### src/shared/soec_pkg.sv
// shared constants and types for the serial output expander chain
// assumes a 100 ns host clock; the device end runs only on link clocks
package soec_pkg;

  // host clock period and stage geometry
  localparam int CLK_PERIOD_NS = 100;
  localparam int STAGE_BITS    = 8;
  localparam int CHAIN_DEV     = 1;
  localparam int CHAIN_BITS    = STAGE_BITS * CHAIN_DEV;

  // each half of a shift or latch pulse, least time so rounded up
  localparam int EDGE_HOLD_NS  = 500;
  localparam int EDGE_HOLD_RAW = (EDGE_HOLD_NS + CLK_PERIOD_NS - 1) / CLK_PERIOD_NS;
  localparam int EDGE_HOLD_CYC = (EDGE_HOLD_RAW < 1) ? 1 : EDGE_HOLD_RAW;
  localparam int TIMER_W       = $clog2(EDGE_HOLD_CYC + 1);
  localparam logic [TIMER_W-1:0] TIMER_LAST = TIMER_W'(EDGE_HOLD_CYC - 1);

  // bit counter over the whole chain
  localparam int BIT_IDX_W = $clog2(CHAIN_BITS + 1);
  localparam logic [BIT_IDX_W-1:0] BIT_IDX_LAST = BIT_IDX_W'(CHAIN_BITS - 1);
  localparam logic [BIT_IDX_W-1:0] BIT_IDX_ONE  = BIT_IDX_W'(1);

  // whole-chain refresh bound, longest time so rounded down
  localparam int FRAME_US      = 33300;
  localparam int FRAME_CYC_RAW = FRAME_US * 1000 / CLK_PERIOD_NS;
  localparam int FRAME_CYC     = (FRAME_CYC_RAW < 1) ? 1 : FRAME_CYC_RAW;

  // brightness modulation and reset values
  localparam int PWM_W = 8;
  localparam logic [PWM_W-1:0]      PWM_ONE     = PWM_W'(1);
  localparam logic [TIMER_W-1:0]    TIMER_ONE   = TIMER_W'(1);
  localparam logic [CHAIN_BITS-1:0] CHAIN_CLEAR = '0;
  localparam logic [STAGE_BITS-1:0] STAGE_CLEAR = '0;

  // host sequencer states
  typedef enum {
    HST_IDLE,
    HST_CLEAR,
    HST_SETUP,
    HST_RISE,
    HST_LATCH,
    HST_DONE
  } soec_hstate_t;

endpackage

### src/shared/soec_link_if.sv
// link wires between the host controller and the expander stage
// no clocking block; the host makes every clock on these wires
`timescale 1ns/1ps
interface soec_link_if;
  logic bitIn;        // serial data toward the first stage
  logic shiftClock;   // rising edge shifts the stage
  logic latchClock;   // rising edge copies stage to storage
  logic shiftClearN;  // async clear of the shift stage
  logic outputsOffN;  // high floats the parallel outputs
  logic chainOut;     // last stage, feeds the next device

  modport device (
    input  bitIn,
    input  shiftClock,
    input  latchClock,
    input  shiftClearN,
    input  outputsOffN,
    output chainOut
  );

  modport host (
    output bitIn,
    output shiftClock,
    output latchClock,
    output shiftClearN,
    output outputsOffN,
    input  chainOut
  );
endinterface

### src/hdl/soec_host.sv
// host controller end: loads the expander chain over the link wires
// assumes one clk domain; the link clocks are made here by counting
`timescale 1ns/1ps
module soec_host #(
  parameter int REFRESH_CYC = soec_pkg::FRAME_CYC  // reload period in clk cycles
) (
  input  wire logic                            clk,        // host clock, 10 MHz
  input  wire logic                            srst,       // sync reset, active high
  input  wire logic                            loadReq,    // start a load of loadData
  input  wire logic [soec_pkg::CHAIN_BITS-1:0] loadData,   // chain image, msb shifted first
  output logic                                 loadReady,  // load or clear may be taken
  output logic                                 loadDone,   // one-cycle end of a sequence
  input  wire logic                            clearReq,   // clear stage and latch zeros
  input  wire logic                            refreshEn,  // periodic reload of last image
  input  wire logic [soec_pkg::PWM_W-1:0]      dimDuty,    // brightness duty, 0 is dark
  input  wire logic                            displayOn,  // allow outputs to drive
  output logic [soec_pkg::CHAIN_BITS-1:0]      echoData,   // chain content pushed out last load
  soec_link_if.host                            lnk         // link wires to the chain
);
  import soec_pkg::*;

  localparam int RT_W = $clog2(REFRESH_CYC + 1);
  localparam logic [RT_W-1:0] RT_LAST = RT_W'(REFRESH_CYC - 1);
  localparam logic [RT_W-1:0] RT_ONE  = RT_W'(1);

  soec_hstate_t          state_ff;
  soec_hstate_t          nxt_state;
  logic [TIMER_W-1:0]    timer_ff;
  logic [BIT_IDX_W-1:0]  bitIdx_ff;
  logic [CHAIN_BITS-1:0] hold_ff;
  logic [CHAIN_BITS-1:0] send_ff;
  logic [CHAIN_BITS-1:0] echo_ff;
  logic [CHAIN_BITS-1:0] echoOut_ff;
  logic [RT_W-1:0]       refresh_ff;
  logic                  refreshDue_ff;
  logic                  chainMeta_ff;
  logic                  chainSync_ff;
  logic [PWM_W-1:0]      pwm_ff;
  logic                  bitIn_ff;
  logic                  shiftClk_ff;
  logic                  latchClk_ff;
  logic                  clearN_ff;
  logic                  offN_ff;
  logic                  done_ff;
  logic                  phaseEnd;
  logic                  seqStart;

  assign phaseEnd = timer_ff == TIMER_LAST;
  assign seqStart = (state_ff == HST_IDLE) && (nxt_state != HST_IDLE);

  // sequencer: clocks low, per bit set data then raise shift, then latch
  always_comb begin
    nxt_state = state_ff;
    case (state_ff)
      HST_IDLE: begin
        if (clearReq) begin
          nxt_state = HST_CLEAR;
        end else if (loadReq || refreshDue_ff) begin
          nxt_state = HST_SETUP;
        end
      end
      HST_CLEAR: begin
        if (phaseEnd) nxt_state = HST_LATCH;
      end
      HST_SETUP: begin
        if (phaseEnd) nxt_state = HST_RISE;
      end
      HST_RISE: begin
        if (phaseEnd) begin
          // whole chain shifted before any latch
          nxt_state = (bitIdx_ff == BIT_IDX_LAST) ? HST_LATCH : HST_SETUP;
        end
      end
      HST_LATCH: begin
        if (phaseEnd) nxt_state = HST_DONE;
      end
      HST_DONE: begin
        if (phaseEnd) nxt_state = HST_IDLE;
      end
      default: nxt_state = HST_IDLE;
    endcase
  end

  // state and phase timer; reset lands in clear so outputs become zero
  always_ff @(posedge clk) begin
    if (srst) begin
      state_ff <= HST_CLEAR;
      timer_ff <= '0;
    end else begin
      state_ff <= nxt_state;
      if (nxt_state != state_ff || state_ff == HST_IDLE) begin
        timer_ff <= '0;
      end else begin
        timer_ff <= timer_ff + TIMER_ONE;
      end
    end
  end

  // image to send, kept image for refresh, bit counter
  always_ff @(posedge clk) begin
    if (srst) begin
      hold_ff   <= CHAIN_CLEAR;
      send_ff   <= CHAIN_CLEAR;
      bitIdx_ff <= '0;
    end else if (state_ff == HST_IDLE) begin
      bitIdx_ff <= '0;
      if (clearReq) begin
        hold_ff <= CHAIN_CLEAR;
      end else if (loadReq) begin
        hold_ff <= loadData;
        send_ff <= loadData;
      end else if (refreshDue_ff) begin
        send_ff <= hold_ff;
      end
    end else if (state_ff == HST_RISE && phaseEnd) begin
      send_ff   <= {send_ff[CHAIN_BITS-2:0], 1'b0};
      bitIdx_ff <= bitIdx_ff + BIT_IDX_ONE;
    end
  end

  // link pins from flops; only shift, latch, clear, off and data are used
  always_ff @(posedge clk) begin
    if (srst) begin
      bitIn_ff    <= 1'b0;
      shiftClk_ff <= 1'b0;
      latchClk_ff <= 1'b0;
      clearN_ff   <= 1'b0;
    end else begin
      if (state_ff == HST_SETUP) begin
        bitIn_ff <= send_ff[CHAIN_BITS-1];
      end
      shiftClk_ff <= nxt_state == HST_RISE;
      latchClk_ff <= nxt_state == HST_LATCH;
      clearN_ff   <= nxt_state != HST_CLEAR;
    end
  end

  // reload timer keeps the whole chain fresh within one frame
  always_ff @(posedge clk) begin
    if (srst) begin
      refresh_ff    <= '0;
      refreshDue_ff <= 1'b0;
    end else if (seqStart) begin
      refresh_ff    <= '0;
      refreshDue_ff <= 1'b0;
    end else if (refreshEn && !refreshDue_ff) begin
      if (refresh_ff == RT_LAST) begin
        refreshDue_ff <= 1'b1;
      end else begin
        refresh_ff <= refresh_ff + RT_ONE;
      end
    end
  end

  // chain return comes from another clock, so two flops first
  always_ff @(posedge clk) begin
    if (srst) begin
      chainMeta_ff <= 1'b0;
      chainSync_ff <= 1'b0;
    end else begin
      chainMeta_ff <= lnk.chainOut;
      chainSync_ff <= chainMeta_ff;
    end
  end

  // echo: sampled just before each shift edge, so it is the old content
  always_ff @(posedge clk) begin
    if (srst) begin
      echo_ff    <= CHAIN_CLEAR;
      echoOut_ff <= CHAIN_CLEAR;
    end else begin
      if (state_ff == HST_SETUP && phaseEnd) begin
        echo_ff <= {echo_ff[CHAIN_BITS-2:0], chainSync_ff};
      end
      if (state_ff == HST_RISE && phaseEnd && bitIdx_ff == BIT_IDX_LAST) begin
        echoOut_ff <= echo_ff;
      end
    end
  end

  // brightness: free-running duty counter gates the output enable
  always_ff @(posedge clk) begin
    if (srst) begin
      pwm_ff  <= '0;
      offN_ff <= 1'b1;
    end else begin
      pwm_ff  <= pwm_ff + PWM_ONE;
      offN_ff <= !(displayOn && (pwm_ff < dimDuty));
    end
  end

  // end-of-sequence pulse
  always_ff @(posedge clk) begin
    if (srst) begin
      done_ff <= 1'b0;
    end else begin
      done_ff <= (state_ff == HST_DONE) && phaseEnd;
    end
  end

  // clear has priority, so a load is not taken in the same cycle
  assign loadReady       = (state_ff == HST_IDLE) && !clearReq;
  assign loadDone        = done_ff;
  assign echoData        = echoOut_ff;
  assign lnk.bitIn       = bitIn_ff;
  assign lnk.shiftClock  = shiftClk_ff;
  assign lnk.latchClock  = latchClk_ff;
  assign lnk.shiftClearN = clearN_ff;
  assign lnk.outputsOffN = offN_ff;

endmodule

### src/flat_wrapper.sv
// flat-port wrapper written by rule: the top's interface ports become plain ports
module soec_host_flat import soec_pkg::*;
#(
  parameter int REFRESH_CYC = soec_pkg::FRAME_CYC                                
)
  (clk, srst, loadReq, loadData, loadReady, loadDone, clearReq, refreshEn, dimDuty, displayOn, echoData, lnk_bitIn, lnk_shiftClock, lnk_latchClock, lnk_shiftClearN, lnk_outputsOffN, lnk_chainOut);
  soec_link_if lnk_i ();
  input  wire logic clk;
  input  wire logic srst;
  input  wire logic loadReq;
  input  wire logic [soec_pkg::CHAIN_BITS-1:0] loadData;
  output logic loadReady;
  output logic loadDone;
  input  wire logic clearReq;
  input  wire logic refreshEn;
  input  wire logic [soec_pkg::PWM_W-1:0] dimDuty;
  input  wire logic displayOn;
  output logic [soec_pkg::CHAIN_BITS-1:0] echoData;
  output wire logic [$bits(lnk_i.bitIn)-1:0] lnk_bitIn;
  output wire logic [$bits(lnk_i.shiftClock)-1:0] lnk_shiftClock;
  output wire logic [$bits(lnk_i.latchClock)-1:0] lnk_latchClock;
  output wire logic [$bits(lnk_i.shiftClearN)-1:0] lnk_shiftClearN;
  output wire logic [$bits(lnk_i.outputsOffN)-1:0] lnk_outputsOffN;
  input wire logic [$bits(lnk_i.chainOut)-1:0] lnk_chainOut;
  assign lnk_bitIn = lnk_i.bitIn;
  assign lnk_shiftClock = lnk_i.shiftClock;
  assign lnk_latchClock = lnk_i.latchClock;
  assign lnk_shiftClearN = lnk_i.shiftClearN;
  assign lnk_outputsOffN = lnk_i.outputsOffN;
  assign lnk_i.chainOut = lnk_chainOut;
  soec_host #(.REFRESH_CYC(REFRESH_CYC)) u_core (.clk(clk), .srst(srst), .loadReq(loadReq), .loadData(loadData), .loadReady(loadReady), .loadDone(loadDone), .clearReq(clearReq), .refreshEn(refreshEn), .dimDuty(dimDuty), .displayOn(displayOn), .echoData(echoData), .lnk(lnk_i));
endmodule
### config.mk
export PLATFORM = sky130hd
export DESIGN_NAME = soec_host_flat
export DESIGN_NICKNAME = d
export VERILOG_FILES = /design/src/shared/soec_pkg.sv /design/src/shared/soec_link_if.sv /design/src/hdl/soec_host.sv /design/src/flat_wrapper.sv
export SDC_FILE = /design/constraint.sdc
export NUM_CORES = 1
export LEC_CHECK = 0
export BUFFER_PORTS_ARGS = -buffer_cell sky130_fd_sc_hd__buf_2
export CORE_ASPECT_RATIO = 1.1
export CORE_MARGIN = 2
export CORE_UTILIZATION = 50
export DETAILED_ROUTE_END_ITERATION = 12
export GPL_TIMING_DRIVEN = 0
export PLACE_DENSITY = 0.69
export SYNTH_ARGS = -nofsm -noshare
export SYNTH_HDL_FRONTEND = slang
export SYNTH_SLANG_ARGS = --single-unit
export TNS_END_PERCENT = 1
### constraint.sdc
create_clock -name clk -period 2.41 [get_ports clk]
set_input_delay 0.241 -clock clk [delete_from_list [all_inputs] [get_ports clk]]
set_output_delay 0.241 -clock clk [all_outputs]
set_load 0.02 [all_outputs]
; ---- Word-level counts from Yosys, hierarchy flattened
; Cells that the tools add are included.
[totals]
ff_bits = 107
latch_bits = 0
ramBits = 0
rom_bits = 0
in_bits = 23
output_inout_bits = 15
elab_cells = 82
n_memories = 0
[classes]
n_addsub = 4
n_mul = 0
n_div = 0
magnitude_cmp = 1
eq_ne = 17
shifts = 0
muxes = 16
bitwise_logic = 1
n_reduce_logical = 25
[op_table]
columns = op, n
row1 = 2-to-1 mux 32 bit, 7
row2 = case mux 32 bit (6 select lines), 1
row3 = "equality test 32 x 3 -> 1 bit, second input constant", 5
row4 = "equality test 32 x 2 -> 1 bit, second input constant", 2
row5 = "equality test 32 x 4 -> 1 bit, second input constant", 2
row6 = logical NOT 32 bit, 2
row7 = 2-to-1 mux 8 bit, 7
row8 = "equality test 32 x 1 -> 1 bit, second input constant", 1
row9 = "!= test 32 x 2 -> 1 bit, second input constant", 1
row10 = != test 32 bit, 1
row11 = nonzero test 32 bit, 1
row12 = "adder 19 x 1 -> 19 bit, second input constant", 1
row13 = "equality test 19 bit, second input constant", 1
row14 = "adder 8 x 1 -> 8 bit, second input constant", 1
row15 = logical AND 1 bit, 8
row16 = < comparator 8 bit, 1
row17 = AND reduction 2 bit, 3
row18 = OR reduction 2 bit, 3
row19 = "adder 4 x 1 -> 4 bit, second input constant", 1
row20 = "equality test 4 x 3 -> 1 bit, second input constant", 1
row21 = nonzero test 2 bit, 2
row22 = "adder 3 x 1 -> 3 bit, second input constant", 1
row23 = "equality test 3 bit, second input constant", 1
row24 = logical NOT 1 bit, 3
row25 = 6 further kinds, 7

; ---- Logic depth before layout (Yosys ltp)
; Gate-level depths: netlist of run 1.
[logic_depth]
word_depth = 7
mapped_depth = 8

; ---- Least setup slack after synthesis of run 1
; No wires, ideal clock.
[synth_path]
kind = register to register
startpoint = register u_core.state_ff[1]
endpoint = register u_core.send_ff[0]
setup_ns = 0.128
arrival_time_ns = 1.879
required_ns = 2.282
path_slack_ns = 0.404
stages_incl_launch_ff = 7
n_path_buf = 1
cell_sequence = dfxtp_1 -> buf_6 -> or4_1 -> or3_4 -> a211oi_4 -> mux2i_1 -> nor2_1
[synth_via]
elab_chain_cells = 4
[synth_rtl]
columns = item, line
row1 = start: declaration, soec_host.sv:26  ; soec_hstate_t state_ff;
row2 = start signal: assignment, soec_host.sv:90  ; state_ff <= nxt_state;
row3 = equality test 32 x 3 -> 1 bit, soec_host.sv:115  ; end else if (state_ff == HST_RISE && phaseEnd) begin
row4 = logical AND 1 bit, soec_host.sv:115
row5 = nonzero test 2 bit (no source line), -
row6 = AND reduction 3 bit (no source line), -
row7 = end signal: assignment, soec_host.sv:111  ; send_ff <= loadData;
row8 = end signal: assignment, soec_host.sv:113  ; send_ff <= hold_ff;
row9 = end signal: assignment, soec_host.sv:116  ; send_ff <= {send_ff[CHAIN_BITS-2:0], 1'b0};
row10 = end: declaration, soec_host.sv:31  ; logic [CHAIN_BITS-1:0] send_ff;
; Parallel ways exist; a longest one is shown, timed or not.
; A chain may end at the register's enable or synchronous reset.

; ---- Final worst setup path of run 1
[layout_path]
startpoint = register u_core.state_ff[0]
endpoint = register u_core.refresh_ff[7]
[layout_via]
elab_chain_cells = 6
[layout_rtl]
columns = item, line
row1 = branches (longest 4 deep; another with equality test 32 x 3 -> 1 bit), -
row2 = logical AND 1 bit (*), soec_host.sv:49  ; assign seqStart = (state_ff == HST_IDLE) && (nxt_state != HST_IDLE);
row3 = OR reduction 2 bit (no source line) (*), -
row4 = end signal: assignment, soec_host.sv:150  ; refresh_ff <= refresh_ff + RT_ONE;
row5 = end: declaration, soec_host.sv:34  ; logic [RT_W-1:0] refresh_ff;
; Mark *: on every way between the ends.

==> flow_summary.json, run 1 <==
{
  "status": "finished clean",
  "drc": 0,
  "reg2reg_slack_ns": 0.12,
  "cts_max_path_buffers": 2,
  "fin_ws_ns": 0.1244,
  "stdcell_count": 614,
  "yosysSeqAreaShare_pct": 50.53,
  "fin_crit_ns": 2.286,
  "syn_inst": 423,
  "cts_hold_buf": 0,
  "holdPathEnd": "u_core.chainMeta_ff",
  "required_ns": 2.62,
  "setup_viol": 0,
  "cts_tree": "done",
  "worstReg2RegStart": "u_core.state_ff[0]",
  "path_cells": "buf_2, or4_1, or3_4, a41oi_1, buf_2, nor3_1",
  "cts_made_buffers": 9,
  "yosysWarnings": 0,
  "core.rowCount": 35,
  "path_clk_slew_ns": 0.10,
  "min_path_type": "input pin to flop",
  "final_common_cell": "dfxtp_1",
  "io_pins": 38,
  "clock-root-buffer": "clkbuf_8",
  "relSlewSlack_pct": 35.45,
  "insertion_delay_ns": 0.36,
  "nNetsFinal": 533,
  "r2r_cells": 6,
  "die_w_um": 91.79,
  "place_area_sq_um": 4663,
  "core_region_area_sq_um": 8320,
  "num_vias": 3221,
  "io_buffers": 36,
  "drt_pass1_iterations": 4,
  "seq_area_sq_um": 2142,
  "syn-cell-area_sq_um": 4239,
  "finalHoldViolCount": 0,
  "antenna_found_initial": 0,
  "synthArstFlopShare_pct": 0,
  "dp_hpwl_um": 5713,
  "viasPerCell": 5.246,
  "ir_drop_v": 0.0004336,
  "postLayoutCoreUtil_pct": 59.25,
  "n_antenna_cell": 0,
  "synthTopCellsByArea": "dfxtp_1 (51%), mux2i_1 (6.4%), nor2_1 (5.6%)",
  "first_iter_violations": 129,
  "power.density_nw_per_um2": 633.6,
  "min_path_cells": 2,
  "yosysTopAreaCell": "dfxtp_1",
  "synthFlopType": "dfxtp_1",
  "die_area_sq_um": 9231,
  "track_usage_pct": 17.95,
  "path_max_fanout": 10,
  "worst_setup_path_start_kind": "flop",
  "pre_cts_ws_ns": -0.2663,
  "fin_area_sq_um": 4930,
  "postRouteAntennaNets": 0,
  "skew_ns": 0.01413,
  "leakage_uw": 0.001926,
  "max_freq_mhz": 437.5,
  "gp_congestion": 0.9140,
  "post_drt_wl_per_cell_um": 12.98,
  "synth_edf_count": 0,
  "critPathSlowestCell": "or4_1",
  "path_class": "flop to flop",
  "synth_top_area_share_pct": 50.53,
  "min_from": "lnk_chainOut",
  "dp.cells": 598,
  "final_cell_mix": "dfxtp_1 (107), nor2_1 (63), buf_2 (40), conb_1 (29), mux2i_1 (27)",
  "num-fill-cells": 746,
  "cp-startpoint": "u_core.state_ff[0]",
  "maxCapViolations": 0,
  "worst_pin_slew_ns": 0.9594,
  "rsz0062_at_grt": "yes",
  "slowest_delay_ns": 0.58,
  "drive_gt1_share_pct": 15.51,
  "grt_max_degree": 20,
  "die_y_um": 100.6,
  "multi_input_area_sq_um": 2136,
  "h-tree-depth": 3,
  "clock-sinks": 107,
  "syn_to_final_growth_pct": 16.29,
  "cp_common_cell": "buf_2",
  "finalCritPeriodShare_pct": 94.84,
  "grt_first_pass_wirelength_um": 13330,
  "r2r_end": "u_core.refresh_ff[7]",
  "critical_path_arrival_ns": 2.50,
  "start_util_pct": 50.95,
  "synth-seq-cells": 107,
  "syn_avg_cell_area_sq_um": 10.02,
  "grt_pass1_vias": 3011,
  "drv_slew": 0,
  "grt_overflow": 0,
  "critical_path.endpoint_type": "flop",
  "routed_wl_um": 7970,
  "synth_cell_types": 53
}
[sequential cells by signal (all words and copies together), names as in the netlist, 3 cells and up]
signal / flops
u_core.refresh_ff: 19
u_core.pwm_ff: 8
u_core.send_ff: 8
u_core.hold_ff: 8
u_core.timer_ff: 3
u_core.state_ff: 32
u_core.echoData: 8
u_core.echo_ff: 8
u_core.bitIdx_ff: 4
[stage by stage]
step,setup TNS (ns),power (uW),hold WS [ns]
4_1_cts,0,3153,0.07920
6_report,0,3124,0.09428
5_1_grt,-0.001081,3261,0.06139
3_3_place_gp,-0.2692,2025,0.4233
3_5_place_dp,-0.2663,2030,0.4350
2_1_floorplan,0,1976,0.3299
[how the worst max path moves through the flow]
stage | end | slack (ns) | depth (start not counted)
6_report | u_core.refresh_ff[7] | 0.12 | 6
5_1_grt | u_core.echoData[7] | -0.001 | 7
4_1_cts | u_core.lnk.shiftClock | 0.0006 | 5
3_5_place_dp | u_core.lnk.shiftClock | -0.27 | 5
3_3_place_gp | u_core.lnk.shiftClock | -0.27 | 5
2_1_floorplan | u_core.send_ff[0] | 0.40 | 6
[report_power, final]
group	switching [uW]	internal (uW)
clock	627	499
combinational	93.2	62.2
sequential	30.0	1810
[synthesized netlist by cell type (5+ instances only)]
library cell and n:
nand4_1 8, nand3_1 20, mux2i_1 27, inv_1 13
nor4_1 8, xnor2_1 5, nor4_2 7, ha_1 12
a21oi_1 15, clkbuf_1 9, o2bb2ai_1 7, a22oi_1 8
and3_1 5, nor3_1 7, xor2_1 16, dfxtp_1 107
nand2_1 10, nor2_1 63, o21ai_0 13
[cell type report]
type	count	share of cell area [%]
Clock inverter	7	1.701
Tap cell	111	2.817
Buffer	15	1.548
Sequential cell	107	43.45
Clock buffer	9	2.513
Inverter	13	0.9898
Multi-Input combinational cell	316	43.32
Timing Repair Buffer	36	3.655
[per-layer routing]
layer	global-route usage [%]	wire length, um
met3	4.787	221
met4	6.429	76
met5	0	0
met2	30.43	3883
met1	22.10	3790
[logic make-up after synthesis]
group | Yosys count | share of synthesized area (%)
AOI/OAI and AO/OA | 64 | 10.39
xor gates and xnor gates | 21 | 4.339
and+or+nand+nor | 163 | 21.78
muxes | 27 | 6.375
other | 1 | 0.08846
adders and majority gates | 12 | 3.542
buffers and inverters | 28 | 2.952
DFF | 107 | 50.53
[worst max-delay path: cells and delay by family, from the launching register on]
kind	cells	cell delay, ns
compound gates	1	0.29
buf+inv	2	0.45
simple gates	3	1.11
flops	1	0.30
[repair_timing]
action / in CTS / in global routing
endpoints found under the hold margin: 0 / 0
resized for setup: 3 / 4
endpoints found under the setup margin: 1 / 31
buffers inserted: 0 / 0
pin swaps: 0 / 1
(Power assumes the default switching activity.)
==> run 2, diff against run 1 <==
--- a/config.mk
+++ b/config.mk
@@ -8,10 +8,10 @@
 export BUFFER_PORTS_ARGS = -buffer_cell sky130_fd_sc_hd__buf_2
 export CORE_ASPECT_RATIO = 1.1
 export CORE_MARGIN = 2
-export CORE_UTILIZATION = 50
+export CORE_UTILIZATION = 45
+export CTS_BUF_LIST = sky130_fd_sc_hd__clkbuf_8
 export DETAILED_ROUTE_END_ITERATION = 12
 export GPL_TIMING_DRIVEN = 0
-export PLACE_DENSITY = 0.69
 export SYNTH_ARGS = -nofsm -noshare
 export SYNTH_HDL_FRONTEND = slang
 export SYNTH_SLANG_ARGS = --single-unit
==> run 2 against run 1 <==
Against the previous run:
- total power is 0.81% lower
- sequential share of layout area hardly changed
- clock power hardly changed
- critical path type unchanged
- first-iteration DRC count is 3.9% lower
- final area is 0.10% lower
- cell count is 0.98% higher
- sequential cell count stayed put
- utilization is 6.1 points lower
- highest routed layer unchanged
- fmax hardly changed
==> flow_summary.json, run 2 (synthesized netlist as in run 1, its figures left out) <==
{
  "path_clk_slew_ns": 0.10,
  "path_class": "flop to flop",
  "rsz0062_at_grt": "yes",
  "relSlewSlack_pct": 28.94,
  "grt_overflow": 0,
  "grt_pass1_vias": 3064,
  "postRouteAntennaNets": 0,
  "first_iter_violations": 124,
  "h-tree-depth": 3,
  "final_cell_mix": "dfxtp_1 (107), nor2_1 (63), buf_2 (40), conb_1 (29), mux2i_1 (27)",
  "required_ns": 2.66,
  "nNetsFinal": 533,
  "drive_gt1_share_pct": 15.51,
  "clock-sinks": 107,
  "cts_tree": "done",
  "track_usage_pct": 17.60,
  "max_freq_mhz": 437.1,
  "die_w_um": 96.54,
  "final_common_cell": "dfxtp_1",
  "postLayoutCoreUtil_pct": 53.19,
  "worst_pin_slew_ns": 1.056,
  "critical_path.endpoint_type": "flop",
  "largest_register_ffs": 32,
  "n_antenna_cell": 0,
  "skew_ns": 0.01163,
  "dp.cells": 604,
  "finalCritPeriodShare_pct": 94.93,
  "io_pins": 38,
  "leakage_uw": 0.001929,
  "setup_viol": 0,
  "routed_wl_um": 8028,
  "drv_slew": 0,
  "cts_max_path_buffers": 2,
  "die_y_um": 105.8,
  "hold_ws_ns": 0.07225,
  "finalHoldViolCount": 0,
  "place_area_sq_um": 4671,
  "start_util_pct": 45.78,
  "gp_congestion": 0.8162,
  "status": "finished clean",
  "syn_to_final_growth_pct": 16.17,
  "drt_pass1_iterations": 4,
  "insertion_delay_ns": 0.36,
  "die_area_sq_um": 10210,
  "grt_max_degree": 18,
  "power_uw": 3098,
  "stdcell_count": 620,
  "core_region_area_sq_um": 9259,
  "critical_path_arrival_ns": 2.54,
  "core.rowCount": 37,
  "grt_first_pass_wirelength_um": 13940,
  "maxCapViolations": 0,
  "clock-root-buffer": "clkbuf_8",
  "cts_hold_buf": 0,
  "fin_area_sq_um": 4925,
  "num_vias": 3198,
  "cts_made_buffers": 9,
  "top_register": "u_core.state_ff",
  "viasPerCell": 5.158,
  "io_buffers": 36,
  "fin_crit_ns": 2.288,
  "ir_drop_v": 0.0003062,
  "power.density_nw_per_um2": 629.1,
  "reg_top3": "u_core.state_ff x32, u_core.refresh_ff x19",
  "post_drt_wl_per_cell_um": 12.95,
  "antenna_found_initial": 0,
  "drc": 0,
  "worst_setup_path_start_kind": "flop",
  "path_max_fanout": 9,
  "dp_hpwl_um": 5811,
  "min_path_type": "input pin to flop"
}
-- run 2: metrics by stage --
step	setup WS (ns)	TNS, ns
global route	-0.1079	-0.4511
finish	0.1221	0
detailed placement	0.1014	0
floorplan	0.4036	0
CTS	0.04944	0
global placement	0.1221	0
-- run 2: critical path, cell delays in order, from the launching register on --
cell      delay, ns
dfxtp_1        0.32
nor4_2         0.43
and4_1         0.26
clkbuf_1       0.38
o211ai_1       0.44
a22oi_1        0.31
nor2_1         0.05
-- run 2: power by group --
part | internal, uW | switching (uW) | leakage [uW] | total [uW]
combinational | 61.9 | 89.5 | 0.000949 | 151
sequential | 1810 | 30.9 | 0.000875 | 1840
clock | 511 | 593 | 0.000104 | 1100
total | 2390 | 713 | 0.00193 | 3100
-- run 2: repair_timing --
| action | CTS | global route |
|---|---|---|
| endpoints found under the setup margin | 0 | 32 |
| buffers inserted | 0 | 0 |
| gates resized for setup | 0 | 7 |
-- run 2: layout make-up --
class	instances	area, sq um
Buffer	15	76.32
Clock buffer	10	137.6
Clock inverter	6	63.81
Fill cell	880	4334
Inverter	13	48.80
Multi-Input combinational cell	316	2130
Sequential cell	107	2142
Tap cell	117	146.4
Timing Repair Buffer	36	180.2
-- run 2: path summary, 6_finish.rpt --
check	from	endpoint	slack, ns	cells past startpoint
setup reg to reg	u_core.state_ff[4]	u_core.hold_ff[2]	0.12	6
hold reg to reg	u_core.chainMeta_ff	u_core.chainSync_ff	0.44	1
setup / recovery	u_core.state_ff[4]	u_core.hold_ff[2]	0.12	6
hold / removal	displayOn	u_core.lnk.outputsOffN	0.07	2
-- run 2: per-layer routing --
| layer | vias to the layer above | routed length, um | track usage [%] |
|---|---|---|---|
| met2 | 65 | 3620 | 26.88 |
| met3 | 13 | 343 | 4.432 |
| met4 | 0 | 173 | 7.646 |
| met5 | - | 0 | 0 |
| met1 | 1477 | 3890 | 23.37 |
| li1 | 1643 | - | - |
